$ cat config.mk
export PLATFORM = sky130hd
export DESIGN_NAME = qu_host_port
export DESIGN_NICKNAME = d
export VERILOG_FILES = /design/src/qu_pkg.sv /design/src/qu_host_port.sv
export SDC_FILE = /design/constraint.sdc
export NUM_CORES = 1
export LEC_CHECK = 0
export BUFFER_PORTS_ARGS = -buffer_cell sky130_fd_sc_hd__clkbuf_2
export CORE_MARGIN = 8
export CORE_UTILIZATION = 33
export CTS_CLUSTER_SIZE = 20
export DETAILED_ROUTE_END_ITERATION = 16
export PLACE_DENSITY = 0.46
export SYNTH_ARGS = -nofsm -noshare
export SYNTH_HDL_FRONTEND = slang
export SYNTH_SLANG_ARGS = --single-unit
$ cat constraint.sdc
create_clock -name clk_in -period 2.3 [get_ports clk_in]
set_input_delay 0.115 -clock clk_in [delete_from_list [all_inputs] [get_ports clk_in]]
set_output_delay 0.115 -clock clk_in [all_outputs]
set_load 0.02 [all_outputs]
$ cat src/qu_pkg.sv
package qu_pkg;

  // ---------------------------------------------------------------------------
  // Geometry
  // ---------------------------------------------------------------------------
  localparam int unsigned CHANNELS = 4;
  localparam int unsigned REGS = 8;
  localparam int unsigned DATA_W = 8;
  localparam int unsigned REG_SEL_W = 3;
  localparam int unsigned CH_SEL_W = 2;
  localparam int unsigned ADDR_W = 5;
  localparam int unsigned CH_SEL_LSB = 3;

  // ---------------------------------------------------------------------------
  // Register indexes inside one channel
  // ---------------------------------------------------------------------------
  localparam logic [REG_SEL_W-1:0] IDX_INT_EN = 3'h1;
  localparam logic [REG_SEL_W-1:0] IDX_ISR = 3'h2;
  localparam logic [REG_SEL_W-1:0] IDX_MODEM_CTL = 3'h4;
  localparam logic [REG_SEL_W-1:0] IDX_MSR = 3'h6;

  // ---------------------------------------------------------------------------
  // Field positions and reset values
  // ---------------------------------------------------------------------------
  localparam int unsigned MODEM_CTL_OE_BIT = 3;
  localparam int unsigned MSR_RING_EDGE_BIT = 2;
  localparam int unsigned MSR_RING_LVL_BIT = 6;
  localparam int unsigned INT_EN_W = 4;
  localparam logic [DATA_W-1:0] REG_RESET = 8'h00;

  // Bus style straps: per-channel selects versus one shared select.
  localparam logic STYLE_PER_CHANNEL = 1'b1;
  localparam logic STYLE_SHARED = 1'b0;

  // ---------------------------------------------------------------------------
  // Interrupt condition bundle; bit order matches the enable register.
  // ---------------------------------------------------------------------------
  typedef struct packed {
    logic modem_change;
    logic rx_error;
    logic tx_empty;
    logic rx_data;
  } qu_cond_type;

  typedef logic [DATA_W-1:0] qu_byte_type;

endpackage

$ cat src/qu_host_port.sv
// Overview of operation
// - Per-channel style: interrupt pin high only with enable, condition, and modem-control bit 3 or interrupt select high.
// - Receiver error, received data, transmit empty, modem change are interrupt conditions.
// - Interrupt select high keeps interrupt pins always enabled, ignoring modem-control bit 3.
// - Interrupt select low floats each interrupt pin unless its modem-control bit 3 set.
// - Interrupt select defaults low when undriven; ignored in shared style.
// - Per-channel style: read strobe falling edge drives addressed register onto data bus.
// - Per-channel style: write strobe falling edge stores data bus into addressed register.
// - Shared style: all channel interrupts ORed into one active-low request.
// - Shared style: host finds interrupting channel by reading each channel's status.
// - Per-channel style: the shared request pin serves as channel A interrupt.
// - Per-channel style: reset pin high clears all registers and outputs except uart_reset_out, which it drives high.
// - During reset the serial transmitter is disabled and receive input ignored.
// - Shared style: the reset pin is active low, otherwise identical.
// - Call-alert low means ringing; its rise to high raises an interrupt condition.
// - Shared style: read/write strobe high reads, low writes, addressed by select and five bits.
// - Shared style: one active-low select enables all, upper two address bits pick channel.
// - Per-channel style: a channel is addressed by driving its own select low.
module qu_host_port (
  input wire logic clk_in,
  input wire logic arst_n_in,
  input wire logic bus_style_in,
  input wire logic reset_pin_in,
  input wire logic interrupt_output_select_in,
  input wire logic [qu_pkg::CHANNELS-1:0] per_channel_select_n_in,
  input wire logic [qu_pkg::ADDR_W-1:0] register_select_bits_in,
  input wire logic host_read_strobe_n_in,
  input wire logic host_write_strobe_n_in,
  input wire qu_pkg::qu_byte_type host_data_bus_in,
  output qu_pkg::qu_byte_type host_data_bus_out,
  output logic host_data_bus_oe_out,
  input wire qu_pkg::qu_cond_type [qu_pkg::CHANNELS-1:0] cond_in,
  input wire logic [qu_pkg::CHANNELS-1:0] call_alert_in,
  output logic [qu_pkg::CHANNELS-1:0] channel_interrupt_out,
  output logic [qu_pkg::CHANNELS-1:0] channel_interrupt_oe_out,
  output logic [qu_pkg::CHANNELS-1:0] serial_enable_out,
  output logic uart_reset_out
);

  // ---------------------------------------------------------------------------
  // Reset pin and bus style decode
  // ---------------------------------------------------------------------------
  logic per_mode;
  logic uart_rst;
  logic int_sel_eff;

  assign per_mode = (bus_style_in == qu_pkg::STYLE_PER_CHANNEL);
  // The pin polarity flips with the bus style; the action is the same.
  assign uart_rst = per_mode ? reset_pin_in : ~reset_pin_in;
  // The pad pull-down is modelled as a low input; shared style drops the pin.
  assign int_sel_eff = per_mode & interrupt_output_select_in;

  // ---------------------------------------------------------------------------
  // Channel and register selection
  // ---------------------------------------------------------------------------
  logic [qu_pkg::CH_SEL_W-1:0] ch_sel;
  logic ch_hit;
  logic [qu_pkg::REG_SEL_W-1:0] reg_sel;

  assign reg_sel = register_select_bits_in[qu_pkg::REG_SEL_W-1:0];

  // Two selects low at once is a host fault; the lowest channel wins then.
  always_comb begin
    ch_sel = '0;
    ch_hit = 1'b0;
    if (per_mode) begin
      for (int i = qu_pkg::CHANNELS - 1; i >= 0; i--) begin
        if (!per_channel_select_n_in[i]) begin
          ch_sel = qu_pkg::CH_SEL_W'(i);
          ch_hit = 1'b1;
        end
      end
    end else begin
      ch_sel = register_select_bits_in[qu_pkg::ADDR_W-1:qu_pkg::CH_SEL_LSB];
      ch_hit = ~per_channel_select_n_in[0];
    end
  end

  // ---------------------------------------------------------------------------
  // Strobe edge detection
  // ---------------------------------------------------------------------------
  logic rd_n_prev_reg;
  logic wr_n_prev_reg;
  logic cs_n_prev_reg;
  logic rd_take;
  logic wr_take;
  logic rd_active;

  always_ff @(posedge clk_in or negedge arst_n_in) begin
    if (!arst_n_in) begin
      rd_n_prev_reg <= 1'b1;
      wr_n_prev_reg <= 1'b1;
      cs_n_prev_reg <= 1'b1;
    end else begin
      rd_n_prev_reg <= host_read_strobe_n_in;
      wr_n_prev_reg <= host_write_strobe_n_in;
      cs_n_prev_reg <= per_channel_select_n_in[0];
    end
  end

  // In shared style the write strobe pin carries read/write and the select edge times it.
  always_comb begin
    if (per_mode) begin
      rd_take = rd_n_prev_reg & ~host_read_strobe_n_in & ch_hit;
      wr_take = wr_n_prev_reg & ~host_write_strobe_n_in & ch_hit;
      rd_active = ~host_read_strobe_n_in & ch_hit;
    end else begin
      rd_take = cs_n_prev_reg & ch_hit & host_write_strobe_n_in;
      wr_take = cs_n_prev_reg & ch_hit & ~host_write_strobe_n_in;
      rd_active = ch_hit & host_write_strobe_n_in;
    end
  end

  // ---------------------------------------------------------------------------
  // Register storage
  // ---------------------------------------------------------------------------
  qu_pkg::qu_byte_type regs_reg [qu_pkg::CHANNELS][qu_pkg::REGS];

  always_ff @(posedge clk_in or negedge arst_n_in) begin
    if (!arst_n_in) begin
      for (int c = 0; c < qu_pkg::CHANNELS; c++) begin
        for (int r = 0; r < qu_pkg::REGS; r++) begin
          regs_reg[c][r] <= qu_pkg::REG_RESET;
        end
      end
    end else if (uart_rst) begin
      for (int c = 0; c < qu_pkg::CHANNELS; c++) begin
        for (int r = 0; r < qu_pkg::REGS; r++) begin
          regs_reg[c][r] <= qu_pkg::REG_RESET;
        end
      end
    end else if (wr_take) begin
      regs_reg[ch_sel][reg_sel] <= host_data_bus_in;
    end
  end

  // ---------------------------------------------------------------------------
  // Ring detection and pending conditions
  // ---------------------------------------------------------------------------
  logic [qu_pkg::CHANNELS-1:0] alert_prev_reg;
  logic [qu_pkg::CHANNELS-1:0] ring_flag_reg;
  logic [qu_pkg::CHANNELS-1:0] ring_rise;
  logic [qu_pkg::CHANNELS-1:0] msr_read;
  logic [qu_pkg::CHANNELS-1:0] pend;
  qu_pkg::qu_cond_type [qu_pkg::CHANNELS-1:0] cond_eff;

  always_ff @(posedge clk_in or negedge arst_n_in) begin
    if (!arst_n_in) begin
      alert_prev_reg <= '1;
    end else begin
      alert_prev_reg <= call_alert_in;
    end
  end

  always_comb begin
    for (int c = 0; c < qu_pkg::CHANNELS; c++) begin
      ring_rise[c] = ~alert_prev_reg[c] & call_alert_in[c] & ~uart_rst;
      msr_read[c] = rd_take & (ch_sel == qu_pkg::CH_SEL_W'(c)) & (reg_sel == qu_pkg::IDX_MSR);
      cond_eff[c] = uart_rst ? '0 : cond_in[c];
      cond_eff[c].modem_change = ~uart_rst & (cond_in[c].modem_change | ring_flag_reg[c]);
      pend[c] = |(regs_reg[c][qu_pkg::IDX_INT_EN][qu_pkg::INT_EN_W-1:0] & cond_eff[c]);
    end
  end

  // A ring edge landing on the same cycle as the status read stays pending.
  always_ff @(posedge clk_in or negedge arst_n_in) begin
    if (!arst_n_in) begin
      ring_flag_reg <= '0;
    end else if (uart_rst) begin
      ring_flag_reg <= '0;
    end else begin
      ring_flag_reg <= ring_rise | (ring_flag_reg & ~msr_read);
    end
  end

  // ---------------------------------------------------------------------------
  // Read data path
  // ---------------------------------------------------------------------------
  qu_pkg::qu_byte_type rd_data;

  always_comb begin
    rd_data = regs_reg[ch_sel][reg_sel];
    if (reg_sel == qu_pkg::IDX_ISR) begin
      rd_data = {{(qu_pkg::DATA_W - qu_pkg::INT_EN_W){1'b0}}, cond_eff[ch_sel]};
    end else if (reg_sel == qu_pkg::IDX_MSR) begin
      rd_data = '0;
      rd_data[qu_pkg::MSR_RING_EDGE_BIT] = ring_flag_reg[ch_sel];
      rd_data[qu_pkg::MSR_RING_LVL_BIT] = ~call_alert_in[ch_sel];
    end
  end

  always_ff @(posedge clk_in or negedge arst_n_in) begin
    if (!arst_n_in) begin
      host_data_bus_out <= '0;
    end else if (uart_rst) begin
      host_data_bus_out <= '0;
    end else if (rd_take) begin
      host_data_bus_out <= rd_data;
    end
  end

  always_ff @(posedge clk_in or negedge arst_n_in) begin
    if (!arst_n_in) begin
      host_data_bus_oe_out <= 1'b0;
    end else begin
      host_data_bus_oe_out <= ~uart_rst & (rd_take | (host_data_bus_oe_out & rd_active));
    end
  end

  // ---------------------------------------------------------------------------
  // Interrupt pins
  // ---------------------------------------------------------------------------
  // Registered once so every pin comes from a flop; that costs exactly one cycle.
  always_ff @(posedge clk_in or negedge arst_n_in) begin
    if (!arst_n_in) begin
      channel_interrupt_out <= '0;
      channel_interrupt_oe_out <= '0;
    end else if (uart_rst) begin
      channel_interrupt_out <= '0;
      channel_interrupt_oe_out <= '0;
    end else if (per_mode) begin
      for (int c = 0; c < qu_pkg::CHANNELS; c++) begin
        // Channel A shares its pin with the shared-style request.
        channel_interrupt_oe_out[c] <=
          int_sel_eff | regs_reg[c][qu_pkg::IDX_MODEM_CTL][qu_pkg::MODEM_CTL_OE_BIT];
        channel_interrupt_out[c] <= pend[c] &
          (int_sel_eff | regs_reg[c][qu_pkg::IDX_MODEM_CTL][qu_pkg::MODEM_CTL_OE_BIT]);
      end
    end else begin
      // Open-drain request: pulls low when any enabled channel waits, else floats.
      channel_interrupt_out <= '0;
      channel_interrupt_oe_out <= '0;
      channel_interrupt_oe_out[0] <= |pend;
    end
  end

  always_ff @(posedge clk_in or negedge arst_n_in) begin
    if (!arst_n_in) begin
      serial_enable_out <= '0;
      uart_reset_out <= 1'b1;
    end else begin
      serial_enable_out <= {qu_pkg::CHANNELS{~uart_rst}};
      uart_reset_out <= uart_rst;
    end
  end

  // ---------------------------------------------------------------------------
  // Assertions
  // ---------------------------------------------------------------------------
  property p_int_needs_cause;
    @(posedge clk_in) disable iff (!arst_n_in)
      ##1 (per_mode && $past(per_mode) && channel_interrupt_out[1]) |->
        $past(pend[1]) && $past(int_sel_eff | regs_reg[1][qu_pkg::IDX_MODEM_CTL][qu_pkg::MODEM_CTL_OE_BIT]);
  endproperty
  a_int_needs_cause: assert property (p_int_needs_cause) else $error("interrupt pin high without cause");

  property p_sel_forces_oe;
    @(posedge clk_in) disable iff (!arst_n_in)
      (per_mode && interrupt_output_select_in && !uart_rst) |=> (&channel_interrupt_oe_out);
  endproperty
  a_sel_forces_oe: assert property (p_sel_forces_oe) else $error("interrupt pins not enabled by select");

  property p_ctl_bit_floats;
    @(posedge clk_in) disable iff (!arst_n_in)
      (per_mode && !interrupt_output_select_in && !regs_reg[2][qu_pkg::IDX_MODEM_CTL][qu_pkg::MODEM_CTL_OE_BIT])
        |=> !channel_interrupt_oe_out[2];
  endproperty
  a_ctl_bit_floats: assert property (p_ctl_bit_floats)
    else $error("interrupt pin driven without its output enable bit");

  property p_shared_request;
    @(posedge clk_in) disable iff (!arst_n_in)
      (!per_mode && !uart_rst) |=> (channel_interrupt_oe_out[0] == $past(|pend)) && !channel_interrupt_out[0];
  endproperty
  a_shared_request: assert property (p_shared_request)
    else $error("shared request does not follow pending");

  property p_read_drives;
    @(posedge clk_in) disable iff (!arst_n_in)
      (rd_take && !uart_rst) |=> host_data_bus_oe_out && (host_data_bus_out == $past(rd_data));
  endproperty
  a_read_drives: assert property (p_read_drives) else $error("read strobe did not drive data");

  property p_write_stores;
    @(posedge clk_in) disable iff (!arst_n_in)
      (wr_take && !uart_rst && per_mode && reg_sel == qu_pkg::IDX_INT_EN && ch_sel == 2'h0)
        |=> regs_reg[0][qu_pkg::IDX_INT_EN] == $past(host_data_bus_in);
  endproperty
  a_write_stores: assert property (p_write_stores) else $error("write strobe did not store data");

  property p_reset_quiet;
    @(posedge clk_in) disable iff (!arst_n_in)
      uart_rst |=> !host_data_bus_oe_out && (channel_interrupt_oe_out == '0) && (serial_enable_out == '0);
  endproperty
  a_reset_quiet: assert property (p_reset_quiet) else $error("outputs active during reset");

  property p_shared_reset_low;
    @(posedge clk_in) disable iff (!arst_n_in)
      (!per_mode && !reset_pin_in) |=> uart_reset_out && (regs_reg[3][qu_pkg::IDX_MODEM_CTL] == qu_pkg::REG_RESET);
  endproperty
  a_shared_reset_low: assert property (p_shared_reset_low) else $error("active-low reset not honoured");

  property p_ring_sets;
    @(posedge clk_in) disable iff (!arst_n_in)
      ring_rise[3] |=> ring_flag_reg[3];
  endproperty
  a_ring_sets: assert property (p_ring_sets) else $error("ring rise not latched");

  property p_ring_holds;
    @(posedge clk_in) disable iff (!arst_n_in)
      (ring_flag_reg[3] && !msr_read[3] && !uart_rst) |=> ring_flag_reg[3];
  endproperty
  a_ring_holds: assert property (p_ring_holds) else $error("ring flag lost without status read");

endmodule

==> impl_metrics.csv <==
group,metric,value,unit
critical_path,cp_data_arrival_time,2.66,ns
placed_design,io_buffers,65,
global_route,grt_first_pass_wirelength,64.3,mm
clocking,clk_latency,0.54,ns
yosys,synth_most_common_cell,"dfrtp_1",
floorplan,fp-row-count,66,
detailed_routing,routed_wl,41.9,mm
final_layout,area_growth,21.4,%
floorplan,die_w,196,um
global_route,grt_max_degree,63,
global_route,globalRouteTotalUtil,21.8,%
critical_path,crit_cells,7,
global_route,antenna_found_initial,0,
detailed_routing,dr.first_iter.drc_count,906,
yosys,netlist_area,10700,um2
sta,hold_ws,0.0391,ns
critical_path,critPathBufInv,1,
yosys,syn_inst,1006,
floorplan,fp.dieH,196,um
yosys,synth_warnings,0,
hold_path,holdPathEnd,"channel_interrupt_out[1]",
detailed_routing,via_per_inst,5.81,
critical_path,path_class,"reg -> reg",
yosys,synth.avg_cell_area,10.7,um2
clocking,cts_buffer_depth,3,
floorplan,start_util,33.2,%
sta,max_freq,452,MHz
floorplan,io_pins,66,
hold_path,hold_path_startpoint,"cond_in[6]",
sta,slew_viol_final,0,
critical_path,regToRegSetupSlack,0.09,ns
critical_path,slowest_delay,0.54,ns
clocking,path_clk_slew,0.06,ns
critical_path,critPathTopFamily,"compound AO/OA/AOI/OAI gates",
yosys,ys_seq_elements,226,
global_route,grt_pass1_vias,9351,
sta,hold_violations,0,
critical_path,worstReg2RegEnd,"host_data_bus_out[3]",
final_layout,final_area,13000,um2
critical_path,crit_chain,"nand2_1 > o21ai_1 > buf_4 > nand4_1 > a31oi_1 > o2111ai_1 > o31ai_1",
placed_design,placed_cell_area,12100,um2
placed_design,placed_cells,1528,
sta,fin_crit_sh,96.2,%
sta,worst_pin_slew,0.973,ns
yosys,synth-edff-count,0,
sta,relSlewSlack,33.4,%
yosys,yosysUniqueCellTypes,60,
detailed_routing,drc,0,
hold_path,hold_class,"in -> reg",
critical_path,worstPathMaxFanout,3,
critical_path,r2r_start,"cs_n_prev_reg",
sta,fin_skew,0.0107,ns
clocking,clkSinkCount,226,
final_layout,stdcell_count,1584,
critical_path,end_kind,"flip-flop",
sta,tns,0,ns
yosys,synth_nets,1050,
power,ir_worst_vdd,0.488,mV
detailed_routing,ant_nets,0,
placed_design,dp_hpwl,29.2,mm
power,p_leak,5.40,nW
clocking,cts_root_buffer,"clkbuf_16",
yosys,synth_common_cells,"218 x dfrtp_1, 196 x o2bb2ai_1, 151 x nand2_1",
sta,min_period,2.21,ns
power,p_per_area,735,nW/um2
clocking,cts_made_buffers,26,
flow_run,maxCapViolCount,0,
placed_design,gp_congestion,0.913,
critical_path,cp.required,2.75,ns
clocking,h-tree-depth,1,
floorplan,fp.coreArea,32300,um2
yosys,yosysSeqAreaShare,52.8,%
final_layout,num-nets-final,1167,
outcome,status,"finished, final reports clean",
final_layout,largest_reg_flops,196,
final_layout,drive_gt1_share,20.1,%
critical_path,r2r_cells,7,
detailed_routing,wl_per_cell,26.4,um
yosys,synth.top_cell.area_share,50.9,%
floorplan,die_area,38500,um2
sta,rsz0062_at_grt,"false",
final_layout,n_antenna_cell,0,
global_route,grt-ovfl-total,0,
yosys,ys.flop_type,"dfrtp_1",
critical_path,crit_path_top_delay_cell,"dfstp_2",
yosys,synth_top_area_cell,"dfrtp_1",
detailed_routing,route.vias.total,9206,
yosys,synthTopCellsByArea,"dfrtp_1 51%, o2bb2ai_1 16%, nand2_1 5.3%, mux2i_1 3.2%, nor2_1 2.1%",
sta,finalSetupViolCount,0,
hold_path,hold_depth,4,
critical_path,cp-start-kind,"flip-flop",
detailed_routing,drt-pass1-iter-count,5,
clocking,cts_tree,"yes",
yosys,async_flop_share,100,%
[cell usage in the layout, fill, tap and decap left out, types with 13 or more instances in the layout]
master and n:
nor2_1 60, dfrtp_1 218, o31ai_1 14, inv_1 14, buf_12 13, nand4_1 20
o21ai_1 29, mux2i_1 34, nand2_1 151, clkbuf_2 64, buf_4 79, nand3_1 39
clkbuf_16 27, o2bb2ai_1 196
[worst reg2reg max path: cells and delay by family, from the launching register on]
| kind | cells | cell delay (ns) |
|---|---|---|
| AOI/OAI and AO/OA | 4 | 1.16 |
| and+or+nand+nor | 2 | 0.24 |
| DFF | 1 | 0.54 |
| buffers and inverters | 1 | 0.19 |
[per-layer routing]
layer / part of all wire [%] / vias up / track usage (%)
met2: 45 / 334 / 34.1
met4: 2.8 / 0 / 6.34
met5: 0 / - / 0
li1: - / 4055 / -
met1: 47 / 4752 / 31.1
met3: 5.5 / 65 / 3.07
[area by class of cell]
| class | count | area [um2] |
|---|---|---|
| clock buffer | 38 | 787 |
| clock inverter | 9 | 75.1 |
| fill | 3135 | 19300 |
| inverter | 15 | 56.3 |
| multi-input combinational | 688 | 4600 |
| sequential | 226 | 5670 |
| tap | 442 | 553 |
| timing repair buffer | 166 | 1280 |
[kinds of logic (layout without fill, tap and decap cells)]
| family | after synthesis | count (layout) | synth area share [%] |
|---|---|---|---|
| and+or+nand+nor | 317 | 317 | 13.2 |
| buffers and inverters | 92 | 228 | 4.41 |
| muxes | 43 | 43 | 4.75 |
| DFF | 226 | 226 | 52.8 |
| AOI/OAI and AO/OA | 328 | 328 | 24.9 |
[worst max path at each step]
stage,slack (ns),endpoint,start
CTS,0.12,host_data_bus_out[3],cs_n_prev_reg
detailed placement,-0.12,host_data_bus_out[2],bus_style_in
global placement,-0.13,host_data_bus_out[2],bus_style_in
finish,0.09,host_data_bus_out[3],cs_n_prev_reg
floorplan,0.56,host_data_bus_out[2],per_channel_select_n_in[1]
global route,0.01,host_data_bus_out[3],cs_n_prev_reg
[where the power goes]
| group | internal [mW] | switching (mW) | leakage, nW |
|---|---|---|---|
| clock network | 2.47 | 1.72 | 0.426 |
| registers | 4.06 | 0.0550 | 3.11 |
| logic | 0.393 | 0.869 | 1.86 |
| total | 6.92 | 2.64 | 5.40 |
[metrics by stage]
step / utilization (%) / setup slack [ns] / power, mW
2_1_floorplan: - / 0.556 / 4.79
3_3_place_gp: 37.4 / -0.128 / 5.43
3_5_place_dp: 37.4 / -0.123 / 5.43
4_1_cts: 40.3 / 0.116 / 9.65
5_1_grt: 40.3 / 0.0108 / 9.91
6_report: 40.3 / 0.0869 / 9.56
[timing repair]
action,CTS,global route
setup endpoints to repair,1,0
setup buffers,0,0
resized for setup,1,0
hold buffers,9,0
endpoints found under the hold margin,172,0
Power figures use the tool's default switching activity.
